### config.mk
export PLATFORM = sky130hd
export DESIGN_NAME = hpw_top
export DESIGN_NICKNAME = d
export VERILOG_FILES = /design/src/design/hpw_pkg.sv /design/src/design/hpw_bus_ack.sv /design/src/design/hpw_channel.sv /design/src/design/hpw_top.sv
export VERILOG_INCLUDE_DIRS = /design/src /design/src/design
export SDC_FILE = /design/constraint.sdc
export NUM_CORES = 1
export LEC_CHECK = 0
export BUFFER_PORTS_ARGS = -buffer_cell sky130_fd_sc_hd__buf_2
export CORE_UTILIZATION = 23
export CTS_CLUSTER_SIZE = 12
export DETAILED_ROUTE_END_ITERATION = 8
export GPL_TIMING_DRIVEN = 0
export MAX_ROUTING_LAYER = met4
export PLACE_DENSITY = 0.44
export SYNTH_ARGS = -nofsm -noshare
export SYNTH_HDL_FRONTEND = slang
export SYNTH_SLANG_ARGS = --single-unit
export TNS_END_PERCENT = 20
### constraint.sdc
create_clock -name sys_clk -period 2.8 [get_ports sys_clk]
set_input_delay 0.14 -clock sys_clk [delete_from_list [all_inputs] [get_ports sys_clk]]
set_output_delay 0.14 -clock sys_clk [all_outputs]
set_load 0.005 [all_outputs]
### src/design/hpw_regs.svh
// Register offsets, field positions, reset values and timing counts of the fast pulse block
`ifndef HPW_REGS_SVH
`define HPW_REGS_SVH

// ----------------------------------------------------------------------
// Register indices and byte addresses (byte address = 4 x index)
// ----------------------------------------------------------------------
`define HPW_IDX_CONTROL    8'h0c
`define HPW_IDX_CH0_WIDTH  8'h0d
`define HPW_IDX_CH1_WIDTH  8'h0e
`define HPW_IDX_STATUS     8'h0f
`define HPW_ADDR_W         8

// ----------------------------------------------------------------------
// Control field positions
// ----------------------------------------------------------------------
`define HPW_CTL_MODE_LSB   0
`define HPW_CTL_MODE_MSB   1
`define HPW_CTL_RUN_BIT    2
`define HPW_CTL_EN0_BIT    3
`define HPW_CTL_EN1_BIT    4
`define HPW_CTL_USED_W     5

// ----------------------------------------------------------------------
// Mode codes and reset values
// ----------------------------------------------------------------------
`define HPW_MODE_8BIT      2'h0
`define HPW_MODE_7BIT      2'h1
`define HPW_MODE_6BIT      2'h2
`define HPW_RST_CONTROL    5'h00
`define HPW_RST_WIDTH      8'h10

// ----------------------------------------------------------------------
// Periods in source clocks (count wraps at period - 1)
// ----------------------------------------------------------------------
`define HPW_WRAP_8BIT      8'hff
`define HPW_WRAP_7BIT      8'h7f
`define HPW_WRAP_6BIT      8'h3f

`endif

### src/design/hpw_pkg.sv
// Types shared by the fast pulse block
package hpw_pkg;

	// ------------------------------------------------------------------
	// Counter resolution, one-hot
	// ------------------------------------------------------------------
	typedef enum logic [2:0] {
		HPW_RES_8 = 3'b001,
		HPW_RES_7 = 3'b010,
		HPW_RES_6 = 3'b100
	} hpw_res_t;

	// ------------------------------------------------------------------
	// Control register contents
	// ------------------------------------------------------------------
	typedef struct packed {
		logic       ch1_output_enable;
		logic       ch0_output_enable;
		logic       counter_run;
		logic [1:0] resolution_mode;
	} hpw_ctl_t;

	// ------------------------------------------------------------------
	// Per-channel timing handed to the output stage
	// ------------------------------------------------------------------
	typedef struct packed {
		logic [8:0] whole_clocks;
		logic       half_ext;
	} hpw_width_t;

endpackage : hpw_pkg

### src/design/hpw_bus_ack.sv
// Avalon-MM wait-state generator: one wait cycle, then accept
`timescale 1ns/1ps
module hpw_bus_ack (
	// Clock and reset
	input  wire logic sys_clk,
	input  wire logic rst_n,
	input  wire logic clk_en,
	// Request
	input  wire logic read,
	input  wire logic write,
	// Answer
	output logic      waitrequest,
	output logic      accept
);

	logic ack;

	// Ack goes high one edge after a request, and drops at its acceptance
	always_ff @(posedge sys_clk or negedge rst_n) begin
		if (!rst_n) begin
			ack <= 1'b0;
		end else if (clk_en) begin
			ack <= (read | write) & ~ack;
		end
	end

	// Frozen clock enable holds waitrequest high, so no access slips through
	assign waitrequest = (read | write) & ~(ack & clk_en);
	assign accept      = (read | write) & ack & clk_en;

endmodule : hpw_bus_ack

### src/design/hpw_channel.sv
// One pulse channel: width compare plus half-clock trailing extension
`timescale 1ns/1ps
module hpw_channel
	import hpw_pkg::*;
(
	// Clock and reset
	input  wire logic       sys_clk,
	input  wire logic       rst_n,
	input  wire logic       clk_en,
	// Shared counter state
	input  wire logic       counter_run,
	input  wire logic [7:0] count,
	// Channel control
	input  wire logic       output_enable,
	input  wire hpw_width_t width,
	// Pin
	output logic            pulse_out
);

	logic full_active;
	logic half_active;

	// Active phase in whole clocks, registered so the pin is glitch free
	always_ff @(posedge sys_clk or negedge rst_n) begin
		if (!rst_n) begin
			full_active <= 1'b0;
		end else if (clk_en) begin
			full_active <= counter_run & ({1'b0, count} < width.whole_clocks);
		end
	end

	// Falling-edge copy stretches the pulse by half a clock; duty of clock matters
	always_ff @(negedge sys_clk or negedge rst_n) begin
		if (!rst_n) begin
			half_active <= 1'b0;
		end else if (clk_en) begin
			half_active <= full_active & width.half_ext;
		end
	end

	// Active-low pulse; idle or disabled pin rests high
	assign pulse_out = ~(output_enable & counter_run & (full_active | half_active));

endmodule : hpw_channel

### src/design/hpw_top.sv
// Two-channel fast pulse-width modulator with Avalon-MM register access
//
// Overview of operation
// - Two outputs, each with its own width register
// - Mode 00/01/10 selects 8/7/6-bit counting
// - Run bit stops or runs shared counter
// - Per-channel enable drives pulse onto pin
// - Stopped: counter cleared, pins held high
// - One mode setting shared by both channels
// - 8-bit: 256-clock period, width data clocks
// - 7-bit: 128 clocks, lsb adds half clock
// - 6-bit: 64 clocks, low bits dither halves
//
// Our own choice: the Avalon-MM register port.
`timescale 1ns/1ps
`include "hpw_regs.svh"
module hpw_top
	import hpw_pkg::*;
(
	// Clock and reset
	input  wire logic        sys_clk,
	input  wire logic        rst_n,
	input  wire logic        clk_en,
	// Avalon-MM slave
	input  wire logic [7:0]  address,
	input  wire logic        read,
	input  wire logic        write,
	input  wire logic [3:0]  byteenable,
	input  wire logic [31:0] writedata,
	output logic [31:0]      readdata,
	output logic             waitrequest,
	// Pulse pins, active low
	output logic             pulse_out_ch0,
	output logic             pulse_out_ch1
);

	// ------------------------------------------------------------------
	// Declarations
	// ------------------------------------------------------------------
	// Registers and their period shadows
	hpw_ctl_t   pwm_control;
	logic [7:0] pwm_ch0_width;
	logic [7:0] pwm_ch1_width;
	logic [7:0] shadow_ch0;
	logic [7:0] shadow_ch1;
	// Shared counter and dither
	logic [7:0] count;
	logic [7:0] next_count;
	logic [7:0] wrap_value;
	logic       period_end;
	logic       dither_phase;
	// Bus handshake and decode
	logic       accept;
	logic       wr_take;
	logic [5:0] word_index;
	logic       addr_aligned;
	logic       hit_control;
	logic       hit_ch0;
	logic       hit_ch1;
	logic       hit_status;
	logic       lane0;
	logic [31:0] next_readdata;
	// Resolution and per-channel timing
	hpw_res_t   resolution;
	hpw_width_t width_ch0;
	hpw_width_t width_ch1;

	// ------------------------------------------------------------------
	// Bus handshake
	// ------------------------------------------------------------------

	// Every access costs one wait cycle while clock enable is high; read data are ready by then
	// Accept marks the one cycle in which a request takes effect
	hpw_bus_ack u_bus_ack (
		.sys_clk     (sys_clk),
		.rst_n       (rst_n),
		.clk_en      (clk_en),
		.read        (read),
		.write       (write),
		.waitrequest (waitrequest),
		.accept      (accept)
	);

	// Address decode on aligned words; unmapped words read zero, writes dropped
	assign word_index   = address[7:2];
	assign addr_aligned = (address[1:0] == 2'h0);
	assign hit_control  = addr_aligned & ({2'h0, word_index} == `HPW_IDX_CONTROL);
	assign hit_ch0      = addr_aligned & ({2'h0, word_index} == `HPW_IDX_CH0_WIDTH);
	assign hit_ch1      = addr_aligned & ({2'h0, word_index} == `HPW_IDX_CH1_WIDTH);
	assign hit_status   = addr_aligned & ({2'h0, word_index} == `HPW_IDX_STATUS);
	// Lane 0 carries every writable bit, so upper lanes alone write nothing
	assign lane0        = byteenable[0];
	assign wr_take      = accept & write & lane0;

	// ------------------------------------------------------------------
	// Register file
	// ------------------------------------------------------------------

	// Control register; mode is taken as written, software keeps it stable while running
	always_ff @(posedge sys_clk or negedge rst_n) begin
		if (!rst_n) begin
			pwm_control <= `HPW_RST_CONTROL;
		end else if (clk_en && wr_take && hit_control) begin
			pwm_control <= writedata[`HPW_CTL_USED_W-1:0];
		end
	end

	// Channel width registers, one per channel
	always_ff @(posedge sys_clk or negedge rst_n) begin
		if (!rst_n) begin
			pwm_ch0_width <= `HPW_RST_WIDTH;
			pwm_ch1_width <= `HPW_RST_WIDTH;
		end else if (clk_en && wr_take) begin
			if (hit_ch0) begin
				pwm_ch0_width <= writedata[7:0];
			end
			if (hit_ch1) begin
				pwm_ch1_width <= writedata[7:0];
			end
		end
	end

	// Read mux; status word shows the live counter and the dither phase
	always_comb begin
		next_readdata = 32'h0000_0000;
		if (hit_control) begin
			next_readdata[`HPW_CTL_USED_W-1:0] = pwm_control;
		end else if (hit_ch0) begin
			next_readdata[7:0] = pwm_ch0_width;
		end else if (hit_ch1) begin
			next_readdata[7:0] = pwm_ch1_width;
		end else if (hit_status) begin
			next_readdata[7:0] = count;
			next_readdata[8]   = dither_phase;
		end
	end

	// Read data latched while waitrequest is high, stable at acceptance
	// Latching in the wait cycle keeps readdata off the decode logic
	always_ff @(posedge sys_clk or negedge rst_n) begin
		if (!rst_n) begin
			readdata <= 32'h0000_0000;
		end else if (clk_en && read && !accept) begin
			readdata <= next_readdata;
		end
	end

	// ------------------------------------------------------------------
	// Resolution decode
	// ------------------------------------------------------------------

	// Reserved code 11 falls back to 8-bit so the counter never runs away
	always_comb begin
		case (pwm_control.resolution_mode)
			`HPW_MODE_8BIT: resolution = HPW_RES_8;
			`HPW_MODE_7BIT: resolution = HPW_RES_7;
			`HPW_MODE_6BIT: resolution = HPW_RES_6;
			default:        resolution = HPW_RES_8;
		endcase
	end

	// Wrap point sets the period: 256, 128 or 64 source clocks
	always_comb begin
		case (resolution)
			HPW_RES_8: wrap_value = `HPW_WRAP_8BIT;
			HPW_RES_7: wrap_value = `HPW_WRAP_7BIT;
			HPW_RES_6: wrap_value = `HPW_WRAP_6BIT;
			default:   wrap_value = `HPW_WRAP_8BIT;
		endcase
	end

	// ------------------------------------------------------------------
	// Shared up counter
	// ------------------------------------------------------------------

	// Last count of the period in the current resolution
	assign period_end = (count == wrap_value);

	// Next count wraps at the period end; stopped means cleared
	always_comb begin
		if (!pwm_control.counter_run) begin
			next_count = 8'h00;
		end else if (period_end) begin
			next_count = 8'h00;
		end else begin
			next_count = count + 8'h01;
		end
	end

	// Counter register; clock enable low freezes it mid-period
	always_ff @(posedge sys_clk or negedge rst_n) begin
		if (!rst_n) begin
			count <= 8'h00;
		end else if (clk_en) begin
			count <= next_count;
		end
	end

	// Dither phase alternates each period in every mode, restarts when stopped
	always_ff @(posedge sys_clk or negedge rst_n) begin
		if (!rst_n) begin
			dither_phase <= 1'b0;
		end else if (clk_en) begin
			if (!pwm_control.counter_run) begin
				dither_phase <= 1'b0;
			end else if (period_end) begin
				dither_phase <= ~dither_phase;
			end
		end
	end

	// ------------------------------------------------------------------
	// Width shadows
	// ------------------------------------------------------------------

	// Shadows reload only at a period boundary, so no period is cut mid-way;
	// while stopped they track the registers so the first period is current;
	// clock enable low stalls them too, so a frozen period stays whole
	always_ff @(posedge sys_clk or negedge rst_n) begin
		if (!rst_n) begin
			shadow_ch0 <= `HPW_RST_WIDTH;
			shadow_ch1 <= `HPW_RST_WIDTH;
		end else if (clk_en && (!pwm_control.counter_run || period_end)) begin
			shadow_ch0 <= pwm_ch0_width;
			shadow_ch1 <= pwm_ch1_width;
		end
	end

	// ------------------------------------------------------------------
	// Width to clocks, per resolution
	// ------------------------------------------------------------------

	// Splits a width value into whole clocks and a half-clock extension;
	// two half steps in one 6-bit period merge into one whole clock
	function automatic hpw_width_t width_of(
		input hpw_res_t   res,
		input logic [7:0] data,
		input logic       phase
	);
		hpw_width_t w;
		logic [1:0] halves;
		w      = '0;
		halves = 2'h0;
		// Halves merge so the pin never needs a quarter-clock edge
		case (res)
			HPW_RES_8: begin
				w.whole_clocks = {1'b0, data};
				w.half_ext     = 1'b0;
			end
			HPW_RES_7: begin
				w.whole_clocks = {2'h0, data[7:1]};
				w.half_ext     = data[0];
			end
			HPW_RES_6: begin
				halves         = {1'b0, data[1]} + {1'b0, data[0] & phase};
				w.whole_clocks = {3'h0, data[7:2]} + {8'h00, halves[1]};
				w.half_ext     = halves[0];
			end
			default: begin
				w.whole_clocks = {1'b0, data};
				w.half_ext     = 1'b0;
			end
		endcase
		return w;
	endfunction : width_of

	// Both channels use the one shared resolution
	assign width_ch0 = width_of(resolution, shadow_ch0, dither_phase);
	assign width_ch1 = width_of(resolution, shadow_ch1, dither_phase);

	// ------------------------------------------------------------------
	// Output channels
	// ------------------------------------------------------------------

	// Channel 0
	hpw_channel u_ch0 (
		.sys_clk       (sys_clk),
		.rst_n         (rst_n),
		.clk_en        (clk_en),
		.counter_run   (pwm_control.counter_run),
		.count         (count),
		.output_enable (pwm_control.ch0_output_enable),
		.width         (width_ch0),
		.pulse_out     (pulse_out_ch0)
	);

	// Channel 1
	hpw_channel u_ch1 (
		.sys_clk       (sys_clk),
		.rst_n         (rst_n),
		.clk_en        (clk_en),
		.counter_run   (pwm_control.counter_run),
		.count         (count),
		.output_enable (pwm_control.ch1_output_enable),
		.width         (width_ch1),
		.pulse_out     (pulse_out_ch1)
	);

endmodule : hpw_top

# --- Word-level counts from Yosys, hierarchy flattened ---
# Cells that the tools add are included.
classes:
  addsub: 5
  order_cmp: 2
  n_eq_ne: 10
  n_mux: 15
  bitwise: 29
  reduce_logical: 12
op_table:
  columns: ["cell", "n"]
  rows:
  - ["9-bit one-hot mux with 2 select lines", 2]
  - ["8-bit two-way mux", 4]
  - ["6-bit by 4-bit == test with 1-bit output, second input constant", 4]
  - ["1-bit AND", 21]
  - ["8-bit < comparator", 2]
  - ["8-bit one-hot mux with 2 select lines", 1]
  - ["6-bit by 1-bit adder with 7-bit output", 2]
  - ["9-bit two-way mux", 1]
  - ["8-bit by 1-bit adder with 8-bit output, second input constant", 1]
  - ["8-bit == test", 1]
  - ["3-bit one-hot mux with 2 select lines", 1]
  - ["2-bit AND reduction", 3]
  - ["1-bit logical AND", 5]
  - ["5-bit two-way mux", 1]
  - ["1-bit NOT", 5]
  - ["1-bit by 1-bit adder with 2-bit output", 2]
  - ["1-bit two-way mux", 4]
  - ["4-bit two-way mux", 1]
  - ["3-bit by 2-bit == test with 1-bit output, second input constant", 1]
  - ["3-bit == test, second input constant", 1]
  - ["1-bit bitwise OR", 3]
  - ["2-bit by 1-bit == test with 1-bit output, second input constant", 1]
  - ["2-bit == test, second input constant", 1]
  - ["1-bit zero test", 2]
  - ["3 further kinds", 3]
word_totals:
  ff_bits: 60
  wordCells: 89

# --- Logic depth before layout (Yosys ltp) ---
# Gate-level depths: netlist (run 1).
depth:
  ltp_word: 7
  depth_mapped: 12
  mapped_depth_nobuf: 12

# --- By module ---
# From an unflattened synthesis (run 1), not the netlist that was laid out.
unflattened:
  hier_cells: 383
  hier_area_um2: 3930.0
by_module_without_submodules:
  columns: ["module", "n_inst", "cells_per_inst", "area_per_inst_um2", "seq_area_each_um2"]
  rows:
  - ["hpw_top", 1, 307, 3335.7, 1381.3]
  - ["hpw_channel", 2, 34, 267.8, 50.0]
  - ["hpw_bus_ack", 1, 8, 58.8, 25.0]

==> flow_summary_export.csv, run 1 <==
group,metric,value,unit
cts,clk_pin_slew,50,ps
die,die_w,128,um
yosys,async_flop_share,100,%
drt,wire_per_inst,15.6,um
cts,clk_path_buf_depth,2,
pwr,p_leak,2.09,nW
yosys,synth_area_per_cell,11.0,um2
pwr,internal_power,1.64,mW
grt,grt_antenna_before_repair,0,
pwr,p_sw,0.490,mW
sta,setup_viol,0,
yosys,synth_cell_types,47,
drt,viasPerCell,4.52,
drt,ant_nets,0,
worst_setup_path,r2r_slack,50,ps
grt,track_usage,12.8,%
grt,grt_pass1_vias,2765,
drt,drc,0,
worst_setup_path,r2r-end,"u_ch1.half_active$_DFFE_NN0P_",
pwr,totalPowerFinal,2.14,mW
worst_setup_path,worst-setup-path-type,"flip-flop to flip-flop",
sta,hold_viol,0,
worst_setup_path,critPathLaunchType,"flip-flop",
yosys,synth_top_area_share,37.2,%
cts,cts_root_buf,"clkbuf_16",
worst_setup_path,critPathMaxFanout,10,
worst_setup_path,crit_arrival,1500,ps
worst_setup_path,startpoint,"pwm_control[0]$_DFFE_PN0P_",
yosys,synth_edf_count,0,
pwr,p_clk_share,50.1,%
die,initial_core_util,23.7,%
layout,antenna_cells,0,
worst_setup_path,r2r_start,"pwm_control[0]$_DFFE_PN0P_",
drt,num_vias,2804,
sta,worst_pin_slew,926,ps
worst_setup_path,ff2ff_path_depth,5,
pwr,switching_share,23.0,%
place,place_ws,-274,ps
pwr,power.density,466,nW/um2
pwr,p_seq_share,41.9,%
sta,rsz0062_at_grt,"yes",
layout,fin_nets,477,
place,io_buffers,33,
grt,grt_max_degree,36,
drt,routed_wirelength,9670,um
yosys,synth_area,3630,um2
pwr,irDropWorstVdd,0.000278,V
yosys,syn_inst,330,
worst_setup_path,cp-endpoint,"u_ch1.half_active$_DFFE_NN0P_",
cts,clock_latency,330,ps
worst_hold_path,hold_class,"input port to flip-flop",
status,outcome,"completed",
yosys,synth.area.top_cells,"dfrtp_1, mux2_2, ha_1, buf_4, mux4_2",
layout,synthToLayoutAreaGrowth,26.0,%
sta,tns,0,ps
place,place.detailed.hpwl,7210,um
worst_setup_path,required,1550,ps
sta,drv_slew,0,
worst_setup_path,cp-end-kind,"flip-flop",
layout,final_area,4580,um2
die,rows,45,
yosys,seq_area_frac_synth,41.5,%
cts,cts.sink_count,60,
cts,htreeDepth,3,
pwr,combPwrFrac,8.0,%
sta,finalClockSkew,10.8,ps
place,dpl-instance-area,4170,um2
yosys,ys_ff_latch,60,
yosys,yosys_warnings,0,
drt,drt_iter0_markers,160,
yosys,yosys.area.top_type,"dfrtp_1",
cts,cts_tree,"yes",
cts,numCtsBuffers,9,
yosys,synth_flop_cell,"dfrtp_1",
layout,layout-drive-gt1-share,36.9,%
job,drv_cap,0,
worst_hold_path,hold_depth,2,
drt,drt_first_pass_iters,4,
die,core,15300,um2
die,die_area,16300,um2
grt,grt_pass1_wl,15200,um
die,ios,84,
die,die_y,128,um
place,finalWeightedCongestion,0.837,
sta,relSlewSlack,37.9,%
grt,overflow,0,
sta,finalWorstSetupSlack,50.7,ps
## power groups by stage
| stage | combinational, mW | sequential [mW] | clock, mW |
|---|---|---|---|
| 2_1_floorplan | 0.101 | 0.904 | 0 |
| 3_3_place_gp | 0.159 | 0.909 | 0 |
| 3_5_place_dp | 0.164 | 0.910 | 0 |
| 4_1_cts | 0.167 | 0.895 | 1.09 |
| 5_1_grt | 0.190 | 0.897 | 1.14 |
| 6_report | 0.170 | 0.895 | 1.07 |
## cell usage after synthesis, drive strengths merged (2+ instances only)
cell type and number:
nor2 11, a22oi 7, nor2b 3, a211oi 2, a22o 5, nand4 3
nand2 26, nor3 4, or3 2, buf 27, mux4 5, dfrtp 54
inv 8, and2 2, nand2b 3, o21ai 19, clkbuf 8, dfrtn 2
dfstp 4, o2111a 2, a2111oi 2, xnor2 7, nand3 14, ha 24
a221oi 2, o211ai 4, o22ai 4, a221o 9, xor2 7, mux2 41
a21oi 7, nor4 3
## registers in the layout, indices dropped and copies added (netlist names)
name,flops
u_bus_ack.ack,1
pwm_ch1_width,8
count,8
u_ch1.full_active,1
u_ch0.half_active,1
pwm_control,5
shadow_ch0,8
readdata,9
dither_phase,1
shadow_ch1,8
u_ch0.full_active,1
pwm_ch0_width,8
u_ch1.half_active,1
## critical path, stage by stage (launching register included)
cell	delay [ps]
dfrtp_1	370
inv_1	80
ha_2	250
clkbuf_8	190
a22oi_2	190
o22ai_1	100
## kinds of logic after synthesis
family                   count (synthesis)  synth area share, %
other                                    1                0.103
multiplexers                            46                 15.8
flip-flops                              60                 41.5
buffers and inverters                   43                 6.92
XOR/XNOR                                14                 3.37
AO/OA/AOI/OAI                           67                 13.3
adder cells (fa/ha/maj)                 24                 8.26
AND/OR/NAND/NOR                         75                 10.8
## worst min path at each step
stage,start,end,slack [ps]
global placement,writedata[5],pwm_ch0_width[5]$_DFFE_PN0P_,390
detailed placement,rst_n,count[4]$_DFFE_PN0P_,210
finish,writedata[5],pwm_ch1_width[5]$_DFFE_PN0P_,70
CTS,writedata[5],pwm_ch1_width[5]$_DFFE_PN0P_,60
floorplan,rst_n,count[0]$_DFFE_PN0P_,-160
global route,writedata[7],pwm_ch0_width[7]$_DFFE_PN0P_,60
## repair_timing
| action | in CTS | in global routing |
|---|---|---|
| pin swaps | 0 | 3 |
| resized for setup | 12 | 12 |
| hold endpoints to repair | 19 | 0 |
| hold buffers | 1 | 0 |
| endpoints found under the setup margin | 4 | 4 |
| buffers inserted | 1 | 6 |
## per-layer routing
| metal | GRT usage, % | vias up | share of wire (%) |
|---|---|---|---|
| li1 | - | 1328 | - |
| met4 | 2.84 | 0 | 1.0 |
| met3 | 2.96 | 11 | 4.1 |
| met2 | 20.5 | 66 | 48 |
| met5 | - | - | 0 |
| met1 | 16.4 | 1399 | 47 |
## area by class of cell
| cell class | count | area [um2] |
|---|---|---|
| plain buffers | 34 | 238 |
| clock buffers | 13 | 240 |
| clock inverters | 3 | 40.0 |
| fillers | 1603 | 10700 |
| inverters | 8 | 30.0 |
| multi-input cells | 249 | 2010 |
| flip-flops and latches | 60 | 1510 |
| well taps | 211 | 264 |
| repair buffers | 42 | 248 |
## through the flow
step	std cells	hold WS, ps	util, %
after detailed placement	597	205	27.2
after global placement	596	393	27.1
after CTS	615	62.3	29.4
after global routing	620	55.1	29.9
final	620	68.6	29.9
after floorplan	352	-156	-
## placed cells by master (no fill, tap or decap), types with 4 or more instances in the layout
cell type,count
clkbuf_1,9
ha_1,16
buf_2,35
a22oi_1,5
nand2_1,26
o21ai_0,19
xor2_1,7
dfrtp_1,53
mux4_2,5
a221o_1,9
ha_2,7
conb_1,23
o211ai_1,4
a22o_1,5
nor2_1,11
o22ai_1,4
xnor2_1,7
nand3_1,13
clkbuf_16,9
a21oi_1,7
mux2_2,41
dfstp_2,4
inv_1,8
buf_4,30
Power figures use the tool's default switching activity.
==> run 2: changes to the inputs <==
Settings changed: ABC_AREA from default to 1, PLACE_DENSITY 0.44 to 0.43.
==> flow_summary_export.csv, run 2 <==
group,metric,value,unit
status,outcome,"completed",
layout,mostFrequentLayoutCells,"nand2_1, dfrtp_1, nand3_1, inv_1, o21ai_0",
drt,routed_wirelength,11100,um
pwr,totalPowerFinal,2.28,mW
worst_setup_path,r2r-end,"u_ch1.half_active$_DFFE_NN0P_",
worst_setup_path,r2r_start,"pwm_control[1]$_DFFE_PN0P_",
layout,synthToLayoutAreaGrowth,23.0,%
grt,grt_pass1_vias,3467,
yosys,synth_top_area_share,34.5,%
grt,grt_antenna_before_repair,0,
job,drv_cap,0,
yosys,yosys.area.top_type,"dfrtp_1",
layout,antenna_cells,0,
worst_setup_path,critPathLaunchType,"flip-flop",
worst_setup_path,worst-setup-path-type,"flip-flop to flip-flop",
drt,viasPerCell,4.40,
cts,htreeDepth,3,
place,finalWeightedCongestion,0.855,
yosys,syn_inst,502,
pwr,irDropWorstVdd,0.000260,V
worst_setup_path,critPathMaxFanout,9,
yosys,async_flop_share,100,%
worst_hold_path,hold_depth,2,
grt,grt_pass1_wl,18500,um
layout,fin_nets,641,
layout,layout-drive-gt1-share,22.0,%
place,place_ws,-496,ps
die,die_y,133,um
sta,setup_viol,0,
die,rows,47,
sta,finalWorstSetupSlack,104,ps
layout,layout_commonest_cell,"nand2_1",
worst_setup_path,cp-end-kind,"flip-flop",
die,die_w,133,um
yosys,synth_area,3920,um2
die,ios,84,
drt,drt_iter0_markers,224,
yosys,synth_cell_types,38,
grt,overflow,0,
layout,largest-register,"readdata",
yosys,synth_area_per_cell,7.81,um2
worst_setup_path,required,1580,ps
cts,clk_pin_slew,60,ps
sta,drv_slew,0,
yosys,ys_ff_latch,60,
sta,hold_viol,0,
yosys,synth_edf_count,0,
place,place.detailed.hpwl,8530,um
die,initial_core_util,23.6,%
yosys,seq_area_frac_synth,38.4,%
yosys,yosys_warnings,0,
cts,cts.sink_count,60,
sta,rsz0062_at_grt,"no",
sta,finalClockSkew,8.57,ps
drt,drt_first_pass_iters,5,
drt,num_vias,3490,
die,die_area,17600,um2
yosys,synth_flop_cell,"dfrtp_1",
worst_hold_path,hold_path_end,"count[0]$_DFFE_PN0P_",
yosys,synth.area.top_cells,"dfrtp_1, nand2_1, ha_1, nand3_1, buf_4",
worst_setup_path,r2r_slack,100,ps
cts,clock_latency,340,ps
sta,relSlewSlack,47.6,%
worst_hold_path,hp-start,"clk_en",
die,core,16600,um2
grt,grt_max_degree,61,
drt,wire_per_inst,13.9,um
worst_setup_path,crit_arrival,1470,ps
yosys,synth_most_common_cell,"nand2_1",
worst_hold_path,hold_class,"input port to flip-flop",
sta,worst_pin_slew,786,ps
place,io_buffers,31,
cts,clk_path_buf_depth,2,
cts,cts_root_buf,"clkbuf_16",
layout,largest_reg_flops,9,
layout,nFillCells,1840,
drt,ant_nets,0,
drt,drc,0,
grt,track_usage,14.1,%
worst_setup_path,ff2ff_path_depth,5,
cts,cts_tree,"yes",
pwr,power.density,472,nW/um2
worst_setup_path,startpoint,"pwm_control[1]$_DFFE_PN0P_",
pwr,p_leak,2.36,nW
cts,numCtsBuffers,9,
yosys,ys_top_cells_by_count,"nand2_1, dfrtp_1, nand3_1",
-- run 2: logic make-up (layout without fill, tap and decap cells) --
family	count (synthesis)	after routing	synth area share, %
AOI/OAI and AO/OA	89	89	13.7
xor gates and xnor gates	5	5	1.12
adders and majority gates	24	24	7.66
buffers and inverters	86	135	11.7
DFF	60	60	38.4
other	1	23	0.0957
and+or+nand+nor	237	237	27.3
-- run 2: repair_timing --
action,CTS,global route
hold buffers,0,1
endpoints found under the setup margin,2,2
resized for setup,8,4
buffers inserted,2,1
endpoints found under the hold margin,0,54
pin swaps,0,1
-- run 2: metal layers --
metal	GRT usage (%)	vias to the layer above	part of all wire, %
li1	-	1761	-
met1	18.1	1591	47
met2	21.2	114	45
met3	3.03	24	5.5
met4	6.45	0	2.9
met5	-	-	0
-- run 2: cell type report --
cell class	count	area, um2	share of cell area, %
clock buffer	10	239	4.96
multi-input combinational	378	2060	42.7
sequential	60	1510	31.3
inverter	47	188	3.89
timing repair buffer	35	190	3.94
clock inverter	6	87.6	1.82
tap	220	275	5.71
buffer	37	274	5.68
-- run 2: where the power goes --
part           internal (mW)  total [mW]  switching, mW
combinational         0.0629       0.171          0.108
clock                  0.801        1.22          0.419
sequential             0.877       0.887         0.0106
-- run 2: through the flow --
stage          instances  setup TNS (ps)  area (um2)  utilization, %  hold slack, ps
2_1_floorplan        524               0        4000               -            -156
3_3_place_gp         775           -1010        4430            26.7             421
3_5_place_dp         775            -960        4430            26.7             422
4_1_cts              791               0        4790            28.9            68.7
5_1_grt              793               0        4820            29.1            92.2
6_report             793               0        4820            29.1            82.3
-- run 2: critical path, cell delays in order, from the launching register on --
cell and delay, ps:
dfrtp_2 450, ha_4 270, buf_4 150, clkinv_4 100, nand3_1 90, o21ai_0 70
-- run 2: how the worst max path moves through the flow --
stage | slack (ps) | cells past startpoint | to
5_1_grt | 20 | 5 | u_ch0.half_active$_DFFE_NN0P_
3_3_place_gp | -530 | 7 | u_ch0.half_active$_DFFE_NN0P_
6_report | 100 | 5 | u_ch1.half_active$_DFFE_NN0P_
2_1_floorplan | 90 | 7 | u_ch0.half_active$_DFFE_NN0P_
3_5_place_dp | -500 | 7 | u_ch0.half_active$_DFFE_NN0P_
4_1_cts | 30 | 6 | u_ch1.half_active$_DFFE_NN0P_
